--- src/rfoc_defines.svh ---
`ifndef RFOC_DEFINES_SVH
`define RFOC_DEFINES_SVH

`define RFOC_ADDR_CONTROL 32'h0000_0000
`define RFOC_ADDR_SOURCES 32'h0000_0004
`define RFOC_CONTROL_RESET 32'h0000_0000
`define RFOC_DIV_HI 30
`define RFOC_DIV_LO 16
`define RFOC_BIT_ON 15
`define RFOC_BIT_STOP_IN_IDLE 13
`define RFOC_BIT_OE 12
`define RFOC_BIT_RUN_IN_SLEEP 11
`define RFOC_BIT_SWITCH 9
`define RFOC_BIT_ACTIVE 8
`define RFOC_SEL_HI 3
`define RFOC_SEL_LO 0
`define RFOC_WRITE_MASK 32'h7fff_ba0f
`define RFOC_SEL_IGNORE_RUN_IN_SLEEP_A 4'h0
`define RFOC_SEL_IGNORE_RUN_IN_SLEEP_B 4'h1

`endif

--- src/rfoc_pkg.sv ---
package rfoc_pkg;
  typedef struct packed {
    logic [14:0] divider;
    logic [3:0] source;
  } rfoc_setting_s;

  typedef struct packed {
    logic cyc;
    logic stb;
    logic we;
    logic [31:0] adr;
    logic [3:0] sel;
    logic [31:0] dat;
  } rfoc_wb_req_s;

  typedef enum logic [1:0] {
    RFOC_IDLE,
    RFOC_SWITCH
  } rfoc_state_e;
endpackage

--- src/rfoc_top.sv ---
`timescale 1ns/10ps
`include "rfoc_defines.svh"

module rfoc_top (
  input wire logic clk_i,
  input wire logic rst_i,
  input wire logic wb_cyc_i,
  input wire logic wb_stb_i,
  input wire logic wb_we_i,
  input wire logic [31:0] wb_adr_i,
  input wire logic [3:0] wb_sel_i,
  input wire logic [31:0] wb_dat_i,
  output logic [31:0] wb_dat_o,
  output logic wb_ack_o,
  output logic wb_err_o,
  input wire logic [15:0] src_clk_i,
  input wire logic idle_mode_i,
  input wire logic sleep_mode_i,
  input wire logic clk_request_i,
  output logic ref_clock_out_pin_o,
  output logic ref_clock_out_pin_oe_o,
  output logic ref_clock_o
);
  logic [31:0] ctrl;
  logic [31:0] next_ctrl;
  rfoc_pkg::rfoc_setting_s live;
  rfoc_pkg::rfoc_setting_s next_live;
  rfoc_pkg::rfoc_state_e state;
  rfoc_pkg::rfoc_state_e next_state;
  logic [31:0] rdata;
  logic [31:0] next_rdata;
  logic ack;
  logic next_ack;
  logic err;
  logic next_err;
  logic [15:0] src_meta;
  logic [15:0] src_sync;
  logic [15:0] src_prev;
  logic [2:0] mode_meta;
  logic [2:0] mode_sync;
  logic [14:0] div_cnt;
  logic [14:0] next_div_cnt;
  logic clk_q;
  logic next_clk_q;
  logic pin_q;
  logic next_pin_q;
  logic pin_oe_q;
  logic next_pin_oe_q;
  rfoc_pkg::rfoc_wb_req_s req;

  function automatic logic [31:0] lane_merge(input logic [31:0] old, input logic [31:0] wd, input logic [3:0] sel);
    logic [31:0] r;
    r = old;
    for (int i = 0; i < 4; i++) begin
      if (sel[i]) begin
        r[i*8 +: 8] = wd[i*8 +: 8];
      end
    end
    return r;
  endfunction

  assign req = '{cyc: wb_cyc_i, stb: wb_stb_i, we: wb_we_i, adr: wb_adr_i, sel: wb_sel_i, dat: wb_dat_i};

  // Source clocks and power mode come from outside
  always_ff @(posedge clk_i) begin
    src_meta <= src_clk_i;
    src_sync <= src_meta;
    src_prev <= src_sync;
    mode_meta <= {clk_request_i, sleep_mode_i, idle_mode_i};
    mode_sync <= mode_meta;
  end

  logic enabled;
  logic halted;
  logic run_in_sleep_used;
  logic src_rise;
  logic strobe;
  logic [31:0] merged;
  logic sw_hold;

  always_comb begin
    enabled = ctrl[`RFOC_BIT_ON];
    run_in_sleep_used = live.source != `RFOC_SEL_IGNORE_RUN_IN_SLEEP_A && live.source != `RFOC_SEL_IGNORE_RUN_IN_SLEEP_B;
    halted = (mode_sync[0] && ctrl[`RFOC_BIT_STOP_IN_IDLE])
      || (mode_sync[1] && !(ctrl[`RFOC_BIT_RUN_IN_SLEEP] && run_in_sleep_used));
    src_rise = src_sync[live.source] && !src_prev[live.source];
    strobe = req.cyc && req.stb && !ack && !err;
    merged = lane_merge(ctrl, req.dat, req.sel);
  end

  // Register bus and control register
  always_comb begin
    next_ctrl = ctrl;
    next_live = live;
    next_state = state;
    next_ack = 1'b0;
    next_err = 1'b0;
    next_rdata = 32'h0000_0000;
    if (state == rfoc_pkg::RFOC_SWITCH) begin
      // Apply on a divider boundary so no runt pulse
      if (!enabled || div_cnt == 15'h0000) begin
        next_live.divider = ctrl[`RFOC_DIV_HI:`RFOC_DIV_LO];
        next_live.source = ctrl[`RFOC_SEL_HI:`RFOC_SEL_LO];
        next_ctrl[`RFOC_BIT_SWITCH] = 1'b0;
        next_state = rfoc_pkg::RFOC_IDLE;
      end
    end
    if (!enabled) begin
      next_live.divider = ctrl[`RFOC_DIV_HI:`RFOC_DIV_LO];
      next_live.source = ctrl[`RFOC_SEL_HI:`RFOC_SEL_LO];
    end
    next_ctrl[`RFOC_BIT_ACTIVE] = mode_sync[2] && enabled;
    // Switch bit after any hardware clear of this cycle
    sw_hold = next_ctrl[`RFOC_BIT_SWITCH];
    if (strobe) begin
      next_ack = 1'b1;
      case (req.adr)
        `RFOC_ADDR_CONTROL: begin
          next_rdata = ctrl;
          if (req.we) begin
            next_ctrl = (merged & `RFOC_WRITE_MASK) | (next_ctrl & ~`RFOC_WRITE_MASK);
            // Software can set the switch but not clear it
            next_ctrl[`RFOC_BIT_SWITCH] = (req.sel[1] && req.dat[`RFOC_BIT_SWITCH]) || sw_hold;
            next_ctrl[`RFOC_BIT_ACTIVE] = mode_sync[2] && enabled;
            if (req.sel[1] && req.dat[`RFOC_BIT_SWITCH]) begin
              next_state = rfoc_pkg::RFOC_SWITCH;
            end
          end
        end
        `RFOC_ADDR_SOURCES: begin
          next_rdata = {16'h0000, src_sync};
        end
        default: begin
          next_ack = 1'b0;
          next_err = 1'b1;
        end
      endcase
    end
  end

  always_ff @(posedge clk_i) begin
    if (rst_i) begin
      ctrl <= `RFOC_CONTROL_RESET;
      live <= '0;
      state <= rfoc_pkg::RFOC_IDLE;
      ack <= 1'b0;
      err <= 1'b0;
      rdata <= 32'h0000_0000;
    end else begin
      ctrl <= next_ctrl;
      live <= next_live;
      state <= next_state;
      ack <= next_ack;
      err <= next_err;
      rdata <= next_rdata;
    end
  end

  // Divider: zero passes source through, N toggles every N edges
  always_comb begin
    next_div_cnt = div_cnt;
    next_clk_q = clk_q;
    if (!enabled) begin
      next_div_cnt = 15'h0000;
      next_clk_q = 1'b0;
    end else if (!halted && live.divider == 15'h0000) begin
      next_clk_q = src_sync[live.source];
    end else if (!halted && src_rise) begin
      if (div_cnt + 15'h0001 >= live.divider) begin
        next_div_cnt = 15'h0000;
        next_clk_q = !clk_q;
      end else begin
        next_div_cnt = div_cnt + 15'h0001;
      end
    end
    next_pin_oe_q = enabled && ctrl[`RFOC_BIT_OE];
    next_pin_q = next_pin_oe_q && next_clk_q;
  end

  always_ff @(posedge clk_i) begin
    if (rst_i) begin
      div_cnt <= 15'h0000;
      clk_q <= 1'b0;
      pin_q <= 1'b0;
      pin_oe_q <= 1'b0;
    end else begin
      div_cnt <= next_div_cnt;
      clk_q <= next_clk_q;
      pin_q <= next_pin_q;
      pin_oe_q <= next_pin_oe_q;
    end
  end

  assign wb_dat_o = rdata;
  assign wb_ack_o = ack;
  assign wb_err_o = err;
  assign ref_clock_o = clk_q;
  assign ref_clock_out_pin_o = pin_q;
  assign ref_clock_out_pin_oe_o = pin_oe_q;
endmodule

--- config.mk ---
export PLATFORM = sky130hd
export DESIGN_NAME = rfoc_top
export DESIGN_NICKNAME = d
export VERILOG_FILES = /design/src/rfoc_pkg.sv /design/src/rfoc_top.sv
export VERILOG_INCLUDE_DIRS = /design/src /design/src/src
export SDC_FILE = /design/constraint.sdc
export NUM_CORES = 1
export LEC_CHECK = 0
export BUFFER_PORTS_ARGS = -buffer_cell sky130_fd_sc_hd__buf_2
export CAP_MARGIN = 40
export CORE_MARGIN = 1
export CORE_UTILIZATION = 45
export DETAILED_ROUTE_END_ITERATION = 8
export GPL_ROUTABILITY_DRIVEN = 0
export PLACE_DENSITY = 0.69
export SLEW_MARGIN = 20
export SYNTH_ARGS = -nofsm -noshare
export SYNTH_HDL_FRONTEND = slang
export SYNTH_SLANG_ARGS = --single-unit
export TNS_END_PERCENT = 100
--- constraint.sdc ---
create_clock -name clk_i -period 3.35 [get_ports clk_i]
set_clock_uncertainty 0.2 [all_clocks]
set_input_delay 0.67 -clock clk_i [delete_from_list [all_inputs] [get_ports clk_i]]
set_output_delay 0.67 -clock clk_i [all_outputs]
set_load 0.02 [all_outputs]
==> results of run 1 <==
-- cell usage after synthesis, drive strengths merged (4+ instances only) --
master  instances  area (um2)
dfxtp         152        3043
nor2           83       311.6
mux2i          51       510.5
a21oi          35       175.2
and2           28       175.2
inv            21       78.83
nand2          21       78.83
ha             17       212.7
nand3          16       80.08
nor4           15       93.84
buf            14       86.32
clkbuf         13       48.80
nand4          11       68.82
nor3            8       40.04
o21ai           7       35.03
xnor2           7       61.31
o22ai           6       37.54
xor2            6       52.55
nand2b          4       25.02
-- registers in the layout, summed over array words and instances (netlist names) --
signal / flops
wb_err_o: 1
mode_meta: 3
src_prev: 16
ref_clock_out_pin_o: 1
src_sync: 16
ref_clock_o: 1
wb_dat_o: 32
div_cnt: 15
ctrl: 25
live: 19
state: 2
wb_ack_o: 1
mode_sync: 3
ref_clock_out_pin_oe_o: 1
src_meta: 16
-- critical path: stages (launching register included) --
cell	delay (ps)
dfxtp_1	480
nand4_1	260
or3_4	440
nor2_1	160
xnor2_1	110
ha_1	300
nand4_1	160
nor2_2	230
a21o_1	220
a21boi_0	150
o311a_1	350
-- per-stage QoR --
stage | util, % | std cells | cell area [um2]
global placement | 52.11 | 801 | 6260
finish | 57.18 | 833 | 6868
global route | 57.18 | 833 | 6868
CTS | 56.99 | 833 | 6845
floorplan | - | 553 | 5547
detailed placement | 52.11 | 801 | 6260
-- timing repair --
action	CTS	global route
hold buffers	0	0
gates resized for setup	0	7
setup endpoints to repair	0	17
endpoints found under the hold margin	0	0
setup buffers	0	0
-- final cells by class --
class | count | area share [%]
clock buffer | 19 | 6.449
clock inverter | 13 | 2.077
inverter | 21 | 1.148
multi-input combinational | 353 | 33.70
sequential | 152 | 44.32
tap | 147 | 2.678
timing repair buffer | 128 | 9.619
-- cell families after synthesis --
kind of cell             count (synthesis)  share of synthesized area (%)
AO/OA/AOI/OAI                           67                          7.354
XOR/XNOR                                13                          2.053
adder cells (fa/ha/maj)                 17                          3.835
buffers and inverters                   48                          3.857
flip-flops                             152                          54.86
multiplexers                            53                          9.881
other                                    1                        0.06761
AND/OR/NAND/NOR                        202                          18.09
-- per-layer routing --
layer | up-vias | part of all wire (%)
met1 | 1973 | 43
li1 | 2134 | -
met5 | - | 0
met3 | 21 | 4.1
met2 | 114 | 52
met4 | 0 | 1.7
-- worst min-delay path by stage --
stage	startpoint	end
4_1_cts	src_meta[13]	src_sync[13]
3_5_place_dp	src_meta[1]	src_sync[1]
3_3_place_gp	src_meta[6]	src_sync[6]
6_report	mode_meta[0]	mode_sync[0]
5_1_grt	src_meta[13]	src_sync[13]
2_1_floorplan	mode_meta[0]	mode_sync[0]
-- power groups by stage --
stage	Clock [mW]	Combinational, mW	Sequential, mW
6_report	1.88	0.0900	1.86
5_1_grt	2.00	0.0984	1.86
4_1_cts	1.91	0.0907	1.86
3_5_place_dp	0	0.0903	1.90
3_3_place_gp	0	0.0884	1.89
2_1_floorplan	0	0.0317	1.89
==> qor.yml, run 1 <==
flow.area_growth_from_synthesis_pct: 23.82
rr_endpoint: "ref_clock_out_pin_o"
dieHeight_um: 113.0
netSwitchingPower_mw: 0.8080
use_met3_pct: 5.731
async_flop_share_pct: 0
total_chip_power_mw: 3.822
cts_max_path_buffers: 2
timing.setup.critical_path_class: "flop to flop"
synth_cell_types: 50
cp-startpoint: "div_cnt[5]"
ios: 129
worst_ep_required_time_ps: 3460
syn-mean-instance-area_um2: 10.03
post_drt_wl_per_cell_um: 14.33
final_antenna_net_count: 0
netlist_area_mm2: 0.005547
via_per_inst: 5.092
place_hpwl_mm: 8.622
max_freq_ghz: 0.3162
postSynth.topFlopCell: "dfxtp_1"
tritoncts: "yes"
overall_routing_resource_usage_pct: 19.95
ys_ff_latch: 152
rr_startpoint: "div_cnt[5]"
grt_setup_unrepaired: "false"
grt_first_pass_wirelength_mm: 19.75
gr-usage-met2_pct: 35.54
timing.critical_path.to_type: "flop"
insertedDiodeCount: 0
fp.coreArea_mm2: 0.01201
period_minus_slack_ps: 3163
slew_headroom_pct: 49.14
synthesis.yosys.warnings: 0
power_report.internal_total_mw: 3.014
clk-insertion-delay-late_ps: 420
layout_worst_path_cycle_share_pct: 94.40
syn-instance-count: 553
cp-start-kind: "flop"
timing.reg2reg.worst_path_depth: 10
clock-root-buffer: "clkbuf_16"
number_of_failing_hold_endpoints_at_the_final_stage: 0
portion_of_total_power_attributed_to_combinational_logic_pct: 2.4
layout.cells.most_common: "dfxtp_1"
drt_iter0_drc: 177
critical_path_peak_fanout: 8
power_frac_clock_pct: 49.1
fillerInstances: 1044
final_layout_size_suffix_gt1_share_pct: 25.07
power.ir.vdd_worst_v: 0.0004286
routed-via-count: 4242
grt_overflow_total: 0
placement.setup.worst_slack_ps: 73.98
status: "finished clean"
cap_violations: 0
final_max_slew_viol_count: 0
worst-r2r-setup-slack_ps: 190
rows: 40
timing.final.setup_violations: 0
globalRouteMet1Util_pct: 22.26
cts-buffers-inserted: 17
p_seq_share_pct: 48.6
first_drt_pass_iteration_count: 5
switching_share_pct: 21.14
smallest_setup_slack_after_layout_ps: 187.5
total_leakage_power_nw: 2.896
io_buffers: 120
endpoint: "ref_clock_out_pin_o"
hold-path-cell-count: 0
layout_common_cells: "dfxtp_1, buf_2, nor2_1, mux2i_1, a21oi_1"
floorplan.initialDensity_pct: 46.18
syn-num-nets: 662
multi_input_area_mm2: 0.002315
die_area_mm2: 0.01277
pin_count_of_the_biggest_net_entering_global_routing: 35
top_usage_layer: "met2"
final_hold_slack_ps: 121.6
tns_ps: 0
nets: 782
final-seq-area_mm2: 0.003044
p_per_area_mw_per_mm2: 556.6
drc_violations_left: 0
worst-endpoint-arrival_ps: 3270
grt_pass1_vias: 4251
synth_edf_count: 0
hold_class: "flop to flop"
clk_pin_slew_worst_setup_hold_paths_ps: 60
cts.sink_count: 152
routed_wl_mm: 11.93
cts-htree-levels: 4
register_area_share_after_synthesis_pct: 54.86
grt_antenna_before_repair: 0
die_x_um: 113.0
tightestPinTransition_ps: 760.1
(Power assumes the default switching activity.)
==> run 2, diff against run 1 <==
- CELL_PAD_IN_SITES_DETAIL_PLACEMENT: unset -> 2
- CELL_PAD_IN_SITES_GLOBAL_PLACEMENT: unset -> 2
- CORE_UTILIZATION: 45 -> 33
- PLACE_DENSITY: 0.69 -> unset
- PLACE_DENSITY_LB_ADDON: unset -> 0.1
==> run 2 against run 1 <==
Effect of this change:
- sequential share of layout area shrank 1.3 points
- via count grew 3.7%
- register-to-register slack gained 40 ps
- core utilization shrank 14 points
- fmax grew 1.2%
- setup slack gained 38 ps
- hold slack gained 3.5 ps
- critical path type unchanged
- non-clock buffer count grew 8
- clock power grew 7%
- sequential power is essentially flat
- highest routed layer unchanged
- sequential cell count is the same
==> qor.yml, run 2 (same netlist as run 1, synthesis figures left out) <==
status: "finished clean"
detailed_place.area_mm2: 0.006411
fillerInstances: 1770
rows: 47
first_drt_pass_iteration_count: 6
cap_violations: 0
tritoncts: "yes"
layout.cells.most_common: "dfxtp_1"
slew_headroom_pct: 48.63
pin_count_of_the_biggest_net_entering_global_routing: 47
worst-endpoint-arrival_ps: 3240
final-seq-area_mm2: 0.003043
final_cell_area_mm2: 0.007074
hold_class: "flop to flop"
total_leakage_power_nw: 2.970
tightestPinTransition_ps: 770.5
cts-htree-levels: 4
via_per_inst: 4.812
clock-root-buffer: "clkbuf_16"
timing.setup.critical_path_class: "flop to flop"
ios: 129
flow.area_growth_from_synthesis_pct: 27.54
placement.setup.worst_slack_ps: -75.78
grt_overflow_total: 0
place_hpwl_mm: 11.57
cts_max_path_buffers: 2
die_area_mm2: 0.01733
layout_worst_path_cycle_share_pct: 93.27
dieHeight_um: 131.6
floorplan.initialDensity_pct: 33.57
cts_hold_buffers: 0
max_freq_ghz: 0.3200
period_minus_slack_ps: 3125
worst_ep_required_time_ps: 3470
drc_violations_left: 0
final_layout_size_suffix_gt1_share_pct: 26.08
grt_first_pass_wirelength_mm: 25.49
grt_setup_unrepaired: "false"
grt_pass1_vias: 4914
clk-insertion-delay-late_ps: 430
critical_path_peak_fanout: 5
nets: 790
final_antenna_net_count: 0
p_per_area_mw_per_mm2: 560.4
flip_flop_count_of_the_largest_register_all_copies_and_words_added: 32
cts_setup_buffers: 0
multi_input_area_mm2: 0.002332
io_buffers: 120
timing.critical_path.to_type: "flop"
die_x_um: 131.6
overall_routing_resource_usage_pct: 19.16
final_cells: 914
clk_pin_slew_worst_setup_hold_paths_ps: 70
routed_wl_mm: 15.85
final_max_slew_viol_count: 0
routed-via-count: 4398
layout_common_cells: "dfxtp_1, buf_2, nor2_1, mux2i_1, a21oi_1"
post_drt_wl_per_cell_um: 17.34
smallest_setup_slack_after_layout_ps: 225.3
cp-start-kind: "flop"
grt_antenna_before_repair: 0
total_chip_power_mw: 3.964
dp.cells: 882
cts.sink_count: 152
drt_iter0_drc: 137
cts-buffers-inserted: 17
power.ir.vdd_worst_v: 0.0003336
number_of_failing_hold_endpoints_at_the_final_stage: 0
insertedDiodeCount: 0
fp.coreArea_mm2: 0.01652
timing.final.setup_violations: 0
tns_ps: 0
==> run 2: worst max-delay path: stages (launching register included) <==
cell and delay [ps]:
dfxtp_1 440, nand2_1 160, or3_4 460, nor2_1 150
xnor2_1 110, ha_1 310, nand4_1 220, o21ai_2 280
a21o_1 190, a21boi_0 140, o311a_1 350
==> run 2: per-stage QoR <==
step	utilization, %	hold WS (ps)
detailed placement	38.80	113.6
global route	42.81	112.8
global placement	38.80	110.1
floorplan	-	109.6
finish	42.81	125.1
CTS	42.60	118.7
==> run 2: power breakdown <==
part           internal [mW]  switching, mW
clock network           1.14          0.868
logic                 0.0501         0.0434
registers               1.84         0.0158
==> run 2: metal layers <==
| layer | vias up | routed length [um] | track usage, % |
|---|---|---|---|
| met5 | - | 0 | 0 |
| met2 | 57 | 8904 | 36.74 |
| met1 | 2173 | 6351 | 20.20 |
| met3 | 18 | 332 | 3.588 |
| met4 | 0 | 264 | 8.075 |
| li1 | 2150 | - | - |
==> run 2: worst paths after layout <==
kind / start / endpoint / slack [ps] / cells after the start
worst max-delay path: div_cnt[1] / ref_clock_o / 230 / 10
worst min-delay path: src_meta[11] / src_sync[11] / 130 / 0
worst max register to register: div_cnt[1] / ref_clock_o / 230 / 10
worst min register to register: src_meta[11] / src_sync[11] / 130 / 0
==> run 2: area by class of cell <==
class	count	share of cell area, %
Clock buffer	17	6.013
Timing Repair Buffer	136	10.19
Tap cell	220	3.891
Clock inverter	15	2.812
Multi-Input combinational cell	353	32.97
Inverter	21	1.114
Sequential cell	152	43.01
==> run 2: repair_timing <==
action,CTS,global route
resized for setup,2,7
pin swaps,0,4
setup endpoints to repair,14,16
==> run 3, diff against run 2 <==
- CORE_UTILIZATION: 33 -> 35
- MAX_ROUTING_LAYER: unset -> met4
- SLEW_MARGIN: 20 -> unset
- clock period: 3.35 -> 4 ns (I/O delays scaled with it)
==> run 3 against run 2 <==
Effect of this change:
- routed wire length down 1.9%
- first-iteration DRC count is 21% lower
- sequential cell count stayed put
- largest power group is now registers
- critical path type unchanged
==> qor.yml, run 3 (same netlist as run 1, synthesis figures left out) <==
status: "finished clean"
cell_repeated_most_along_the_worst_path: "a21oi_1"
smallest_setup_slack_after_layout_ps: 462.8
hold_class: "flop to flop"
cp-startpoint: "div_cnt[0]"
cts.sink_count: 152
nets: 781
clock-root-buffer: "clkbuf_16"
timing.critical_path.depth: 12
first_drt_pass_iteration_count: 4
grt_pass1_vias: 4853
timing.final.setup_violations: 0
post_drt_wl_per_cell_um: 17.36
placement.setup.worst_slack_ps: 524.9
tns_ps: 0
place_hpwl_mm: 11.12
slew_headroom_pct: 53.66
tritoncts: "yes"
rr_endpoint: "div_cnt[3]"
die_x_um: 127.9
drc_violations_left: 0
via_per_inst: 4.906
fp.coreArea_mm2: 0.01531
worst_path_dominant_cell_family: "compound AO/OA/AOI/OAI gates"
final_antenna_net_count: 0
crit_chain: "ha_1 -> nand4_1 -> nor4_1 -> xor2_1 -> ha_1 -> a21oi_1 -> o21a_1 -> o21ai_0 -> a21oi_1 -> buf_4 -> nand3_1 -> a21oi_1"
worst-r2r-setup-slack_ps: 460
layout.cells.most_common: "dfxtp_1"
post_cts_sizing: 0
worst_ep_required_time_ps: 4140
grt_antenna_before_repair: 0
flow.area_growth_from_synthesis_pct: 24.32
power.ir.vdd_worst_v: 0.0002738
flip_flop_count_of_the_largest_register_all_copies_and_words_added: 32
cts_max_path_buffers: 2
max_freq_ghz: 0.2827
endpoint: "div_cnt[3]"
crit_slowest_cell: "dfxtp_1"
timing.critical_path.to_type: "flop"
grt_first_pass_wirelength_mm: 24.73
worst-endpoint-arrival_ps: 3670
final_layout_size_suffix_gt1_share_pct: 23.94
period_minus_slack_ps: 3537
cp-start-kind: "flop"
io_buffers: 120
insertedDiodeCount: 0
pin_count_of_the_biggest_net_entering_global_routing: 35
number_of_failing_hold_endpoints_at_the_final_stage: 0
cp.buffers_inverters: 1
layout_common_cells: "dfxtp_1, buf_2, nor2_1, mux2i_1, a21oi_1"
overall_routing_resource_usage_pct: 20.71
cts-buffers-inserted: 17
p_per_area_mw_per_mm2: 459.7
timing.reg2reg.worst_path_depth: 12
slowest_delay_ps: 470
drt_iter0_drc: 108
cts_hold_buffers: 0
routed_wl_mm: 15.55
cts_setup_buffers: 0
grt_overflow_total: 0
total_chip_power_mw: 3.170
layout_worst_path_cycle_share_pct: 88.43
critical_path_peak_fanout: 7
tightestPinTransition_ps: 695.1
grt_setup_unrepaired: "false"
final_max_slew_viol_count: 0
clk_pin_slew_worst_setup_hold_paths_ps: 60
clk-insertion-delay-late_ps: 420
utilization_pct: 45.02
floorplan.initialDensity_pct: 36.22
cap_violations: 0
rr_startpoint: "div_cnt[0]"
timing.setup.critical_path_class: "flop to flop"
die_area_mm2: 0.01635
total_leakage_power_nw: 2.884
dieHeight_um: 127.9
fillerInstances: 1657
cts-htree-levels: 4
ios: 129
routed-via-count: 4396
rows: 45
final_hold_slack_ps: 127.0
## run 3: changes by cell type in the layout (fill, tap and decap cells not counted), moves of 2 or more
cell      change
clkinv_4      +3
buf_4         -9
inv_8         -6
clkinv_8      -2
clkbuf_1      +2
## run 3: how the worst min path moves through the flow
stage	depth (start not counted)	from	endpoint	slack, ps
after floorplan	0	mode_meta[0]	mode_sync[0]	110
after global placement	0	src_meta[6]	src_sync[6]	110
after detailed placement	0	src_meta[4]	src_sync[4]	110
after CTS	0	src_meta[14]	src_sync[14]	130
after global routing	0	src_meta[7]	src_sync[7]	130
final	0	src_meta[5]	src_sync[5]	130
## run 3: layer usage
metal,track usage (%),share of wire [%],vias up
met4,9.343,2.5,0
met2,38.62,55,75
met1,20.69,41,2154
met3,4.215,2.1,30
met5,-,0,-
li1,-,-,2137
## run 3: power breakdown
part	leakage, nW	switching (mW)	internal, mW
sequential	1.25	0.0135	1.54
combinational	1.37	0.0358	0.0419
clock	0.272	0.654	0.881
## run 3: cell type report
class                      instances  area [um2]  area share, %
sequential                       152        3043          44.13
inverter                          21       78.83          1.143
multi-input combinational        353        2293          33.26
clock inverter                    12       116.4          1.688
tap                              211       264.0          3.829
timing repair buffer             127       653.1          9.472
clock buffer                      20       446.7          6.478
## run 3: stage by stage
stage          std cells  area, um2
2_1_floorplan        553       5547
3_3_place_gp         864       6332
3_5_place_dp         864       6332
4_1_cts              896       6895
5_1_grt              896       6895
6_report             896       6895
## run 3: worst register-to-register path, stage by stage, from the launching register on
cell and delay [ps]:
dfxtp_1 470, ha_1 330, nand4_1 230, nor4_1 360, xor2_1 270, ha_1 310, a21oi_1 150, o21a_1 130
o21ai_0 160, a21oi_1 350, buf_4 230, nand3_1 90, a21oi_1 180
